$ cat src/verilog/usr_params.svh
// constants for the eight-bit universal shift register block
// assumes inclusion by bare name from the package and the top module
`ifndef USR_PARAMS_SVH
`define USR_PARAMS_SVH

// storage word
`define USR_WORD_BITS       8
`define USR_WORD_RESET      8'h00

// register byte offsets on the lite bus
`define USR_ADDR_BITS       4
`define USR_OFF_CTRL        4'h0
`define USR_OFF_STATUS      4'h4
`define USR_OFF_EDGES       4'h8

// control register fields
`define USR_CTRL_CLEAR_BIT  0
`define USR_CTRL_COUNT_BIT  1
`define USR_CTRL_COUNT_RST  1'b1

// status register fields
`define USR_STAT_WORD_LSB   0
`define USR_STAT_MODE_LSB   8
`define USR_STAT_DRIVE_BIT  10
`define USR_STAT_PEND_BIT   11

// bus responses
`define USR_RESP_OKAY       2'h0
`define USR_RESP_SLVERR     2'h2

`endif

$ cat src/verilog/usr_pkg.sv
// types shared by the universal shift register block
// assumes usr_params.svh is on the include path
`include "usr_params.svh"

package usr_pkg;

    // operating mode as {select hi, select lo}
    typedef enum logic [1:0] {
        USR_MODE_HOLD  = 2'h0,
        USR_MODE_RIGHT = 2'h1,
        USR_MODE_LEFT  = 2'h2,
        USR_MODE_LOAD  = 2'h3
    } usr_mode_t;

    // all pin-level inputs, sampled together through one synchroniser
    typedef struct packed {
        logic                        shift_clock;
        logic                        sync_clear_n;
        logic                        mode_select_hi;
        logic                        mode_select_lo;
        logic                        right_shift_serial_in;
        logic                        left_shift_serial_in;
        logic                        bus_drive_en_a_n;
        logic                        bus_drive_en_b_n;
        logic [`USR_WORD_BITS-1:0]   pins;
    } usr_pins_t;

    // lite bus write side states
    typedef enum logic [1:0] {
        USR_WR_COLLECT = 2'b01,
        USR_WR_RESP    = 2'b10
    } usr_wr_state_t;

    // lite bus read side states
    typedef enum logic [1:0] {
        USR_RD_ADDR = 2'b01,
        USR_RD_DATA = 2'b10
    } usr_rd_state_t;

endpackage

$ cat src/verilog/usr_sync.sv
// two flip-flop synchroniser for a bundle of asynchronous levels
// assumes the inputs are slow levels; multi-bit skew is settled by the caller
`timescale 1ns/1ps
`default_nettype none

module usr_sync #(
    parameter int WIDTH = 1
) (
    input  wire logic             clk,
    input  wire logic             rst,
    input  wire logic [WIDTH-1:0] din,
    output logic      [WIDTH-1:0] dout
);

    logic [WIDTH-1:0] meta_ff;

    // first stage feeds only the second; resets high so active-low pins read idle
    always_ff @(posedge clk or posedge rst) begin
        if (rst) begin
            meta_ff <= '1;
            dout    <= '1;
        end else begin
            meta_ff <= din;
            dout    <= meta_ff;
        end
    end

endmodule

`default_nettype wire

$ cat src/verilog/usr_shift_top.sv
// eight-bit universal shift/storage register with shared parallel pins
// assumes pin inputs are asynchronous to clk and that the board resolves
// the shared pins from pins_out and pins_oe; lite bus runs on clk
//
// Function
// - eight edge-triggered stages form one word
// - state changes only on shift clock rising
// - low clear at edge zeroes all, beats selects
// - both selects high loads pins into stages
// - right shift, serial in enters stage zero
// - left shift, serial in enters stage seven
// - both selects low keeps stored word
// - each stage drives its own shared pin
// - either enable high floats all pins
// - floated pins never stop register operations
// - load mode floats pins regardless of enables
// - end stages drive ungated serial outputs
//
// Implementation choices: the AXI4-Lite register port and the placing of the registers.
`timescale 1ns/1ps
`default_nettype none
`include "usr_params.svh"

module usr_shift_top
    import usr_pkg::*;
(
    input  wire logic                       clk,
    input  wire logic                       rst,
    // pins facing the board
    input  wire logic                       shift_clock,
    input  wire logic                       sync_clear_n,
    input  wire logic                       mode_select_hi,
    input  wire logic                       mode_select_lo,
    input  wire logic                       right_shift_serial_in,
    input  wire logic                       left_shift_serial_in,
    input  wire logic                       bus_drive_en_a_n,
    input  wire logic                       bus_drive_en_b_n,
    input  wire logic [`USR_WORD_BITS-1:0]  shared_parallel_pins_in,
    output logic      [`USR_WORD_BITS-1:0]  shared_parallel_pins_out,
    output logic      [`USR_WORD_BITS-1:0]  shared_parallel_pins_oe,
    output logic                            first_stage_serial_out,
    output logic                            last_stage_serial_out,
    // lite bus slave
    input  wire logic [`USR_ADDR_BITS-1:0]  s_axi_awaddr,
    input  wire logic                       s_axi_awvalid,
    output logic                            s_axi_awready,
    input  wire logic [31:0]                s_axi_wdata,
    input  wire logic [3:0]                 s_axi_wstrb,
    input  wire logic                       s_axi_wvalid,
    output logic                            s_axi_wready,
    output logic      [1:0]                 s_axi_bresp,
    output logic                            s_axi_bvalid,
    input  wire logic                       s_axi_bready,
    input  wire logic [`USR_ADDR_BITS-1:0]  s_axi_araddr,
    input  wire logic                       s_axi_arvalid,
    output logic                            s_axi_arready,
    output logic      [31:0]                s_axi_rdata,
    output logic      [1:0]                 s_axi_rresp,
    output logic                            s_axi_rvalid,
    input  wire logic                       s_axi_rready
);

    localparam int W = `USR_WORD_BITS;

    usr_pins_t                 pins_raw;
    usr_pins_t                 pins_s;
    usr_mode_t                 mode;
    logic                      clk_prev_ff;
    logic                      shift_edge;
    logic [W-1:0]              word_ff;
    logic [W-1:0]              nxt_word;
    logic [W-1:0]              drive_ff;
    logic                      clear_pend_ff;
    logic                      count_en_ff;
    logic [31:0]               edges_ff;
    usr_wr_state_t             wr_state_ff;
    usr_rd_state_t             rd_state_ff;
    logic                      aw_have_ff;
    logic                      w_have_ff;
    logic [`USR_ADDR_BITS-1:0] waddr_ff;
    logic [31:0]               wdata_ff;
    logic                      wstrb0_ff;
    logic                      do_write;
    logic                      wr_hit_ctrl;
    logic                      wr_hit_edges;
    logic                      wr_mapped;
    logic                      sw_clear;
    logic [31:0]               rd_value;
    logic                      rd_mapped;

    // bundle every pin so that all of them see the same two-stage delay;
    // data and clock then line up at the detected edge
    assign pins_raw = '{
        shift_clock:           shift_clock,
        sync_clear_n:          sync_clear_n,
        mode_select_hi:        mode_select_hi,
        mode_select_lo:        mode_select_lo,
        right_shift_serial_in: right_shift_serial_in,
        left_shift_serial_in:  left_shift_serial_in,
        bus_drive_en_a_n:      bus_drive_en_a_n,
        bus_drive_en_b_n:      bus_drive_en_b_n,
        pins:                  shared_parallel_pins_in
    };

    usr_sync #(
        .WIDTH ($bits(usr_pins_t))
    ) u_pin_sync (
        .clk   (clk),
        .rst   (rst),
        .din   (pins_raw),
        .dout  (pins_s)
    );

    assign mode = usr_mode_t'({pins_s.mode_select_hi, pins_s.mode_select_lo});

    // rising edge of the synchronised shift clock
    always_ff @(posedge clk or posedge rst) begin
        if (rst) begin
            clk_prev_ff <= 1'b1;  // matches the synchroniser reset: no false edge
        end else begin
            clk_prev_ff <= pins_s.shift_clock;
        end
    end

    assign shift_edge = pins_s.shift_clock & ~clk_prev_ff;

    // next word for one shift clock edge
    always_comb begin
        nxt_word = word_ff;
        if (!pins_s.sync_clear_n || clear_pend_ff) begin
            nxt_word = `USR_WORD_RESET;
        end else begin
            unique case (mode)
                USR_MODE_HOLD:  nxt_word = word_ff;
                USR_MODE_RIGHT: nxt_word = {word_ff[W-2:0], pins_s.right_shift_serial_in};
                USR_MODE_LEFT:  nxt_word = {pins_s.left_shift_serial_in, word_ff[W-1:1]};
                USR_MODE_LOAD:  nxt_word = pins_s.pins;
            endcase
        end
    end

    // storage stages; drive enables play no part here
    always_ff @(posedge clk or posedge rst) begin
        if (rst) begin
            word_ff <= `USR_WORD_RESET;
        end else if (shift_edge) begin
            word_ff <= nxt_word;
        end
    end

    // pin drivers: per-stage enable, dropped on either enable or load
    for (genvar gi = 0; gi < W; gi++) begin : g_drive
        always_ff @(posedge clk or posedge rst) begin
            if (rst) begin
                drive_ff[gi] <= 1'b0;
            end else begin
                drive_ff[gi] <= ~pins_s.bus_drive_en_a_n & ~pins_s.bus_drive_en_b_n
                                & (mode != USR_MODE_LOAD);
            end
        end
    end

    assign shared_parallel_pins_out = word_ff;
    assign shared_parallel_pins_oe  = drive_ff;
    // serial ends bypass the drive enables for cascading
    assign first_stage_serial_out   = word_ff[0];
    assign last_stage_serial_out    = word_ff[W-1];

    // software clear waits for the next shift edge; a new request wins
    always_ff @(posedge clk or posedge rst) begin
        if (rst) begin
            clear_pend_ff <= 1'b0;
        end else if (sw_clear) begin
            clear_pend_ff <= 1'b1;
        end else if (shift_edge) begin
            clear_pend_ff <= 1'b0;
        end
    end

    // edge counter; a write to it zeroes it and wins over a count
    always_ff @(posedge clk or posedge rst) begin
        if (rst) begin
            edges_ff <= 32'h0;
        end else if (do_write && wr_hit_edges) begin
            edges_ff <= 32'h0;
        end else if (shift_edge && count_en_ff) begin
            edges_ff <= edges_ff + 32'h1;
        end
    end

    // control bits
    always_ff @(posedge clk or posedge rst) begin
        if (rst) begin
            count_en_ff <= `USR_CTRL_COUNT_RST;
        end else if (do_write && wr_hit_ctrl && wstrb0_ff) begin
            count_en_ff <= wdata_ff[`USR_CTRL_COUNT_BIT];
        end
    end

    assign wr_hit_ctrl  = (waddr_ff == `USR_OFF_CTRL);
    assign wr_hit_edges = (waddr_ff == `USR_OFF_EDGES);
    assign wr_mapped    = wr_hit_ctrl | wr_hit_edges | (waddr_ff == `USR_OFF_STATUS);
    assign do_write     = (wr_state_ff == USR_WR_COLLECT) & aw_have_ff & w_have_ff;
    assign sw_clear     = do_write & wr_hit_ctrl & wstrb0_ff
                          & wdata_ff[`USR_CTRL_CLEAR_BIT];

    // write side: address and data in either order, then one response
    always_ff @(posedge clk or posedge rst) begin
        if (rst) begin
            wr_state_ff   <= USR_WR_COLLECT;
            aw_have_ff    <= 1'b0;
            w_have_ff     <= 1'b0;
            waddr_ff      <= '0;
            wdata_ff      <= 32'h0;
            wstrb0_ff     <= 1'b0;
            s_axi_awready <= 1'b0;
            s_axi_wready  <= 1'b0;
            s_axi_bvalid  <= 1'b0;
            s_axi_bresp   <= `USR_RESP_OKAY;
        end else begin
            unique case (wr_state_ff)
                USR_WR_COLLECT: begin
                    if (s_axi_awvalid && s_axi_awready) begin
                        aw_have_ff    <= 1'b1;
                        waddr_ff      <= s_axi_awaddr;
                        s_axi_awready <= 1'b0;
                    end else begin
                        s_axi_awready <= ~aw_have_ff;
                    end
                    if (s_axi_wvalid && s_axi_wready) begin
                        w_have_ff    <= 1'b1;
                        wdata_ff     <= s_axi_wdata;
                        wstrb0_ff    <= s_axi_wstrb[0];
                        s_axi_wready <= 1'b0;
                    end else begin
                        s_axi_wready <= ~w_have_ff;
                    end
                    if (do_write) begin
                        // status is read-only; writes to it are accepted and dropped
                        s_axi_bvalid  <= 1'b1;
                        s_axi_bresp   <= wr_mapped ? `USR_RESP_OKAY : `USR_RESP_SLVERR;
                        s_axi_awready <= 1'b0;
                        s_axi_wready  <= 1'b0;
                        wr_state_ff   <= USR_WR_RESP;
                    end
                end
                USR_WR_RESP: begin
                    if (s_axi_bready) begin
                        s_axi_bvalid  <= 1'b0;
                        aw_have_ff    <= 1'b0;
                        w_have_ff     <= 1'b0;
                        s_axi_awready <= 1'b1;
                        s_axi_wready  <= 1'b1;
                        wr_state_ff   <= USR_WR_COLLECT;
                    end
                end
            endcase
        end
    end

    // read decode
    always_comb begin
        rd_value  = 32'h0;
        rd_mapped = 1'b1;
        case (s_axi_araddr)
            `USR_OFF_CTRL: begin
                rd_value[`USR_CTRL_COUNT_BIT] = count_en_ff;
            end
            `USR_OFF_STATUS: begin
                rd_value[`USR_STAT_WORD_LSB +: W] = word_ff;
                rd_value[`USR_STAT_MODE_LSB +: 2] = mode;
                rd_value[`USR_STAT_DRIVE_BIT]     = drive_ff[0];
                rd_value[`USR_STAT_PEND_BIT]      = clear_pend_ff;
            end
            `USR_OFF_EDGES: begin
                rd_value = edges_ff;
            end
            default: begin
                rd_mapped = 1'b0;
            end
        endcase
    end

    // read side: data is snapped at the address handshake
    always_ff @(posedge clk or posedge rst) begin
        if (rst) begin
            rd_state_ff   <= USR_RD_ADDR;
            s_axi_arready <= 1'b0;
            s_axi_rvalid  <= 1'b0;
            s_axi_rdata   <= 32'h0;
            s_axi_rresp   <= `USR_RESP_OKAY;
        end else begin
            unique case (rd_state_ff)
                USR_RD_ADDR: begin
                    if (s_axi_arvalid && s_axi_arready) begin
                        s_axi_arready <= 1'b0;
                        s_axi_rvalid  <= 1'b1;
                        s_axi_rdata   <= rd_value;
                        s_axi_rresp   <= rd_mapped ? `USR_RESP_OKAY : `USR_RESP_SLVERR;
                        rd_state_ff   <= USR_RD_DATA;
                    end else begin
                        s_axi_arready <= 1'b1;
                    end
                end
                USR_RD_DATA: begin
                    if (s_axi_rready) begin
                        s_axi_rvalid  <= 1'b0;
                        s_axi_arready <= 1'b1;
                        rd_state_ff   <= USR_RD_ADDR;
                    end
                end
            endcase
        end
    end

    // checks on the stored word
    a_no_edge_stable: assert property (@(posedge clk) disable iff (rst)
        !shift_edge |=> $stable(word_ff))
        else $error("word changed without a shift clock edge");

    a_clear_first: assert property (@(posedge clk) disable iff (rst)
        (shift_edge && !pins_s.sync_clear_n) |=> (word_ff == 8'h00))
        else $error("clear at edge did not zero the word");

    a_load_pins: assert property (@(posedge clk) disable iff (rst)
        (shift_edge && pins_s.sync_clear_n && !clear_pend_ff && mode == USR_MODE_LOAD)
        |=> (word_ff == $past(pins_s.pins)))
        else $error("load did not take the pin values");

    a_shift_right: assert property (@(posedge clk) disable iff (rst)
        (shift_edge && pins_s.sync_clear_n && !clear_pend_ff && mode == USR_MODE_RIGHT)
        |=> (word_ff == {$past(word_ff[6:0]), $past(pins_s.right_shift_serial_in)}))
        else $error("right shift moved the wrong bits");

    a_shift_left: assert property (@(posedge clk) disable iff (rst)
        (shift_edge && pins_s.sync_clear_n && !clear_pend_ff && mode == USR_MODE_LEFT)
        |=> (word_ff == {$past(pins_s.left_shift_serial_in), $past(word_ff[7:1])}))
        else $error("left shift moved the wrong bits");

    a_hold_word: assert property (@(posedge clk) disable iff (rst)
        (shift_edge && pins_s.sync_clear_n && !clear_pend_ff && mode == USR_MODE_HOLD)
        |=> $stable(word_ff))
        else $error("hold mode changed the word");

    // checks on the pin drivers
    a_float_enable: assert property (@(posedge clk) disable iff (rst)
        (pins_s.bus_drive_en_a_n || pins_s.bus_drive_en_b_n)
        |=> (shared_parallel_pins_oe == 8'h00))
        else $error("pins driven while an enable is high");

    a_float_load: assert property (@(posedge clk) disable iff (rst)
        (mode == USR_MODE_LOAD) |=> (shared_parallel_pins_oe == 8'h00))
        else $error("pins driven in load mode");

    a_drive_on: assert property (@(posedge clk) disable iff (rst)
        (!pins_s.bus_drive_en_a_n && !pins_s.bus_drive_en_b_n && mode != USR_MODE_LOAD)
        |=> (shared_parallel_pins_oe == 8'hFF))
        else $error("pins not driven although enabled");
    a_float_shifts: assert property (@(posedge clk) disable iff (rst)
        (shift_edge && pins_s.bus_drive_en_a_n && pins_s.sync_clear_n && !clear_pend_ff
         && mode == USR_MODE_RIGHT) |=> (word_ff[0] == $past(pins_s.right_shift_serial_in)))
        else $error("floated pins stopped a shift");
    a_serial_ends: assert property (@(posedge clk) disable iff (rst)
        shift_edge |=> (first_stage_serial_out == $past(nxt_word[0])
                        && last_stage_serial_out == $past(nxt_word[7])))
        else $error("serial outputs do not follow the end stages");

endmodule

`default_nettype wire

$ cat config.mk
export PLATFORM = sky130hd
export DESIGN_NAME = usr_shift_top
export DESIGN_NICKNAME = d
export VERILOG_FILES = /design/src/verilog/usr_pkg.sv /design/src/verilog/usr_sync.sv /design/src/verilog/usr_shift_top.sv
export VERILOG_INCLUDE_DIRS = /design/src /design/src/verilog
export SDC_FILE = /design/constraint.sdc
export NUM_CORES = 1
export LEC_CHECK = 0
export BUFFER_PORTS_ARGS = -buffer_cell sky130_fd_sc_hd__buf_2
export CAP_MARGIN = 10
export CORE_MARGIN = 10
export CORE_UTILIZATION = 55
export DETAILED_ROUTE_END_ITERATION = 6
export PLACE_DENSITY = 0.93
export SKIP_CTS_REPAIR_TIMING = 1
export SLEW_MARGIN = 0
export SYNTH_ARGS = -nofsm -noshare
export SYNTH_HDL_FRONTEND = slang
export SYNTH_SLANG_ARGS = --single-unit
$ cat constraint.sdc
create_clock -name clk -period 9.5 [get_ports clk]
set_input_delay 0.95 -clock clk [delete_from_list [all_inputs] [get_ports clk]]
set_output_delay 0.95 -clock clk [all_outputs]
set_load 0.01 [all_outputs]
==> impl_metrics.csv <==
group,metric,value,unit
outcome,status,"complete, no violations",
finish,fin_util,68.03,%
finish,seq_area,0.003198,mm^2
floorplanning,io_pins,126,
yosys,seq_area_frac_synth,61.08,%
clock_network,clock_sinks,126,
timing,rsz0062_at_grt,"no",
critical_path,crit_type,"in -> reg",
yosys,ys_warn_count,0,
yosys,synthAdderAreaFrac,0.2389,%
detailed_routing,wl_per_cell,16.22,um
place,portBuffers,90,
timing,setup_viol,0,
timing,relSlewSlack,22.49,%
clock_network,cts_tree,"done",
place,dpl.hpwl,7.843,mm
timing,period_share,26.14,%
critical_path,rr_startpoint,"waddr_ff[1]$_DFFE_PP0P_",
yosys,synth_top_family_by_area,"simple AND/OR/NAND/NOR gates",
floorplanning,fp.coreArea,0.009240,mm^2
finish,drive_gt1_share,31.15,%
power_and_ir_drop,leakagePower,2.946,nW
power_and_ir_drop,p_switching,0.3735,mW
yosys,synthFlopType,"dfrtp_1",
place,dpl_cell_area,0.005709,mm^2
floorplanning,initial_core_util,56.67,%
finish,final_cells,710,
timing,worst-slew-pin-transition,1163,ps
power_and_ir_drop,p_sw_share,26.49,%
critical_path,r2r_setup_slack,7250,ps
clock_network,clk_pin_slew,60,ps
critical_path,ff2ff_path_depth,5,
yosys,synth_area,0.005236,mm^2
place,dp_cells,676,
finish,multiInputGateArea,0.001852,mm^2
hold_path,min_from,"u_pin_sync.meta_ff[10]$_DFF_PP1_",
power_and_ir_drop,p_seq_share,46.1,%
yosys,synth_xor_area_share,3.680,%
yosys,synth_common_cells,"90 x dfrtp_1, 82 x nand2_1, 54 x o21ai_0",
clock_network,clock_latency,510,ps
hold_path,whs_path_depth,0,
global_route,antenna_found_initial,0,
detailed_routing,post-route-drc-count,0,
yosys,yosys.area.top_type_share,43.01,%
power_and_ir_drop,p_clk_share,41.3,%
floorplanning,num_rows,35,
job,drv_cap,0,
clock_network,numCtsBuffers,17,
floorplanning,die_y,117.6,um
critical_path,regToRegEndpoint,"edges_ff[29]$_DFFE_PP0P_",
power_and_ir_drop,ir_worst_vdd,0.1463,mV
critical_path,cp.arrival,2900,ps
yosys,yosysUniqueCellTypes,44,
yosys,ys_ff_latch,126,
hold_path,hold_class,"reg -> reg",
yosys,synth_top_area_cell,"dfrtp_1",
yosys,async_reset_ff_share,100.0,%
power_and_ir_drop,powerDensity,224.3,mW/mm^2
yosys,netlist_instances,488,
power_and_ir_drop,p_comb_share,12.6,%
timing,finalSetupTns,0,ps
clock_network,ctsHtreeMaxLevel,4,
timing,report.final.slew_viol_count,0,
floorplanning,fp.dieArea,0.01382,mm^2
finish,area_growth_syn_to_layout,20.05,%
yosys,syn_area_per_cell,10.73,um^2
finish,layout.nets,636,
floorplanning,die_w,117.6,um
timing,finClkSkew,8.420,ps
finish,diodes,0,
finish,fin_area,0.006286,mm^2
finish,fillers,681,
detailed_routing,vias_per_cell,5.449,
critical_path,worstPathMaxFanout,31,
global_route,grt_max_degree,78,
power_and_ir_drop,intPower,1.036,mW
yosys,synth.area.top_cells,"dfrtp_1 43%, dfstp_2 18%, nand2_1 5.9%",
timing,hold_viol_final,0,
clock_network,clockBufferDepth,2,
yosys,synth.area.mux_share,3.656,%
hold_path,whs_endpoint,"u_pin_sync.dout[10]$_DFF_PP1_",
detailed_routing,first_iter_violations,259,
global_route,overflow,0,
yosys,yosys.area_share.simple,16.89,%
timing,fmax,402.7,MHz
global_route,grt_usage,17.01,%
detailed_routing,wl,11.52,mm
detailed_routing,drtAntennaViolNets,0,
critical_path,startpoint_type,"primary input",
detailed_routing,dr.pass1.iters,4,
global_route,grt_pass1_wl,19.53,mm
global_route,grt_pass1_vias,4032,
detailed_routing,vias,3869,
timing,period_minus_slack,2483,ps
critical_path,end_kind,"flop",
yosys,synth.most_common_cell,"dfrtp_1",
yosys,synth_compound_area_share,10.49,%
place,gp_congestion,0.8351,
critical_path,cp.required,9910,ps
clock_network,cts_root_buffer,"clkbuf_8",
yosys,synth_edf_count,0,
## per-layer routing
layer / wire length (um) / share of wire, % / vias up / track usage, %
met5: 0 / 0 / - / 0
met1: 4687 / 41 / 1888 / 19.11
met2: 5931 / 52 / 129 / 29.16
met4: 119 / 1.0 / 0 / 5.023
met3: 778 / 6.8 / 15 / 6.667
li1: - / - / 1837 / -
## placed cells by master (no fill, tap or decap), drive strengths merged, types with 13 or more instances in the layout
master  netlist  layout
nand3        15      15
o21ai        56      56
clkbuf       19      21
xor2         19      19
a21oi        18      18
buf          15      94
nand4        13      13
nand2        84      84
nor2         36      36
dfrtp        90      90
dfstp        36      36
## cells by family after synthesis
kind of cell	Yosys count
and+or+nand+nor	182
DFF	126
adders and majority gates	1
AOI/OAI and AO/OA	96
buffers and inverters	42
other	1
xor gates and xnor gates	22
muxes	18
## registers in the layout, indices dropped and copies added (netlist names), 2 cells and up
name / flops
u_pin_sync.meta_ff: 16
waddr_ff: 4
u_pin_sync.dout: 16
wdata_ff: 2
shared_parallel_pins_out: 8
s_axi_rdata: 32
edges_ff: 32
## cell type report
cell class,instances,share of cell area (%)
tap,129,2.568
timing repair buffer,94,8.022
clock buffer,21,7.146
sequential,126,50.88
multi-input combinational,321,29.46
clock inverter,11,1.413
inverter,8,0.5175
## critical path: stages
cell and delay, ps:
buf_2 100, nor3_1 370, and2_1 970, a22oi_1 290, o21ai_0 210
## through the flow
step                setup slack, ps  hold slack [ps]  total power [mW]
floorplan                      5254            345.2            0.7690
global placement               6553            345.3            0.8174
global route                   6867            358.1             1.475
detailed placement             6514            346.8            0.8336
CTS                            6998            355.3             1.418
finish                         7017            354.6             1.410
## how the worst max path moves through the flow
stage / startpoint / endpoint / slack [ps]
2_1_floorplan: rst / aw_have_ff$_DFFE_PP0P_ / 5250
3_3_place_gp: s_axi_araddr[2] / s_axi_rdata[2]$_DFFE_PP0P_ / 6550
3_5_place_dp: s_axi_araddr[2] / s_axi_rdata[2]$_DFFE_PP0P_ / 6510
4_1_cts: s_axi_araddr[2] / s_axi_rdata[2]$_DFFE_PP0P_ / 7000
5_1_grt: s_axi_araddr[2] / s_axi_rdata[2]$_DFFE_PP0P_ / 6870
6_report: s_axi_araddr[2] / s_axi_rdata[2]$_DFFE_PP0P_ / 7020
## power by group through the flow
| stage | Clock [mW] | Sequential, mW | Combinational [mW] |
|---|---|---|---|
| finish | 0.582 | 0.650 | 0.178 |
| global placement | 0 | 0.652 | 0.165 |
| floorplan | 0 | 0.656 | 0.113 |
| detailed placement | 0 | 0.658 | 0.176 |
| global route | 0.618 | 0.659 | 0.199 |
| CTS | 0.590 | 0.650 | 0.178 |
Power figures use the tool's default switching activity.
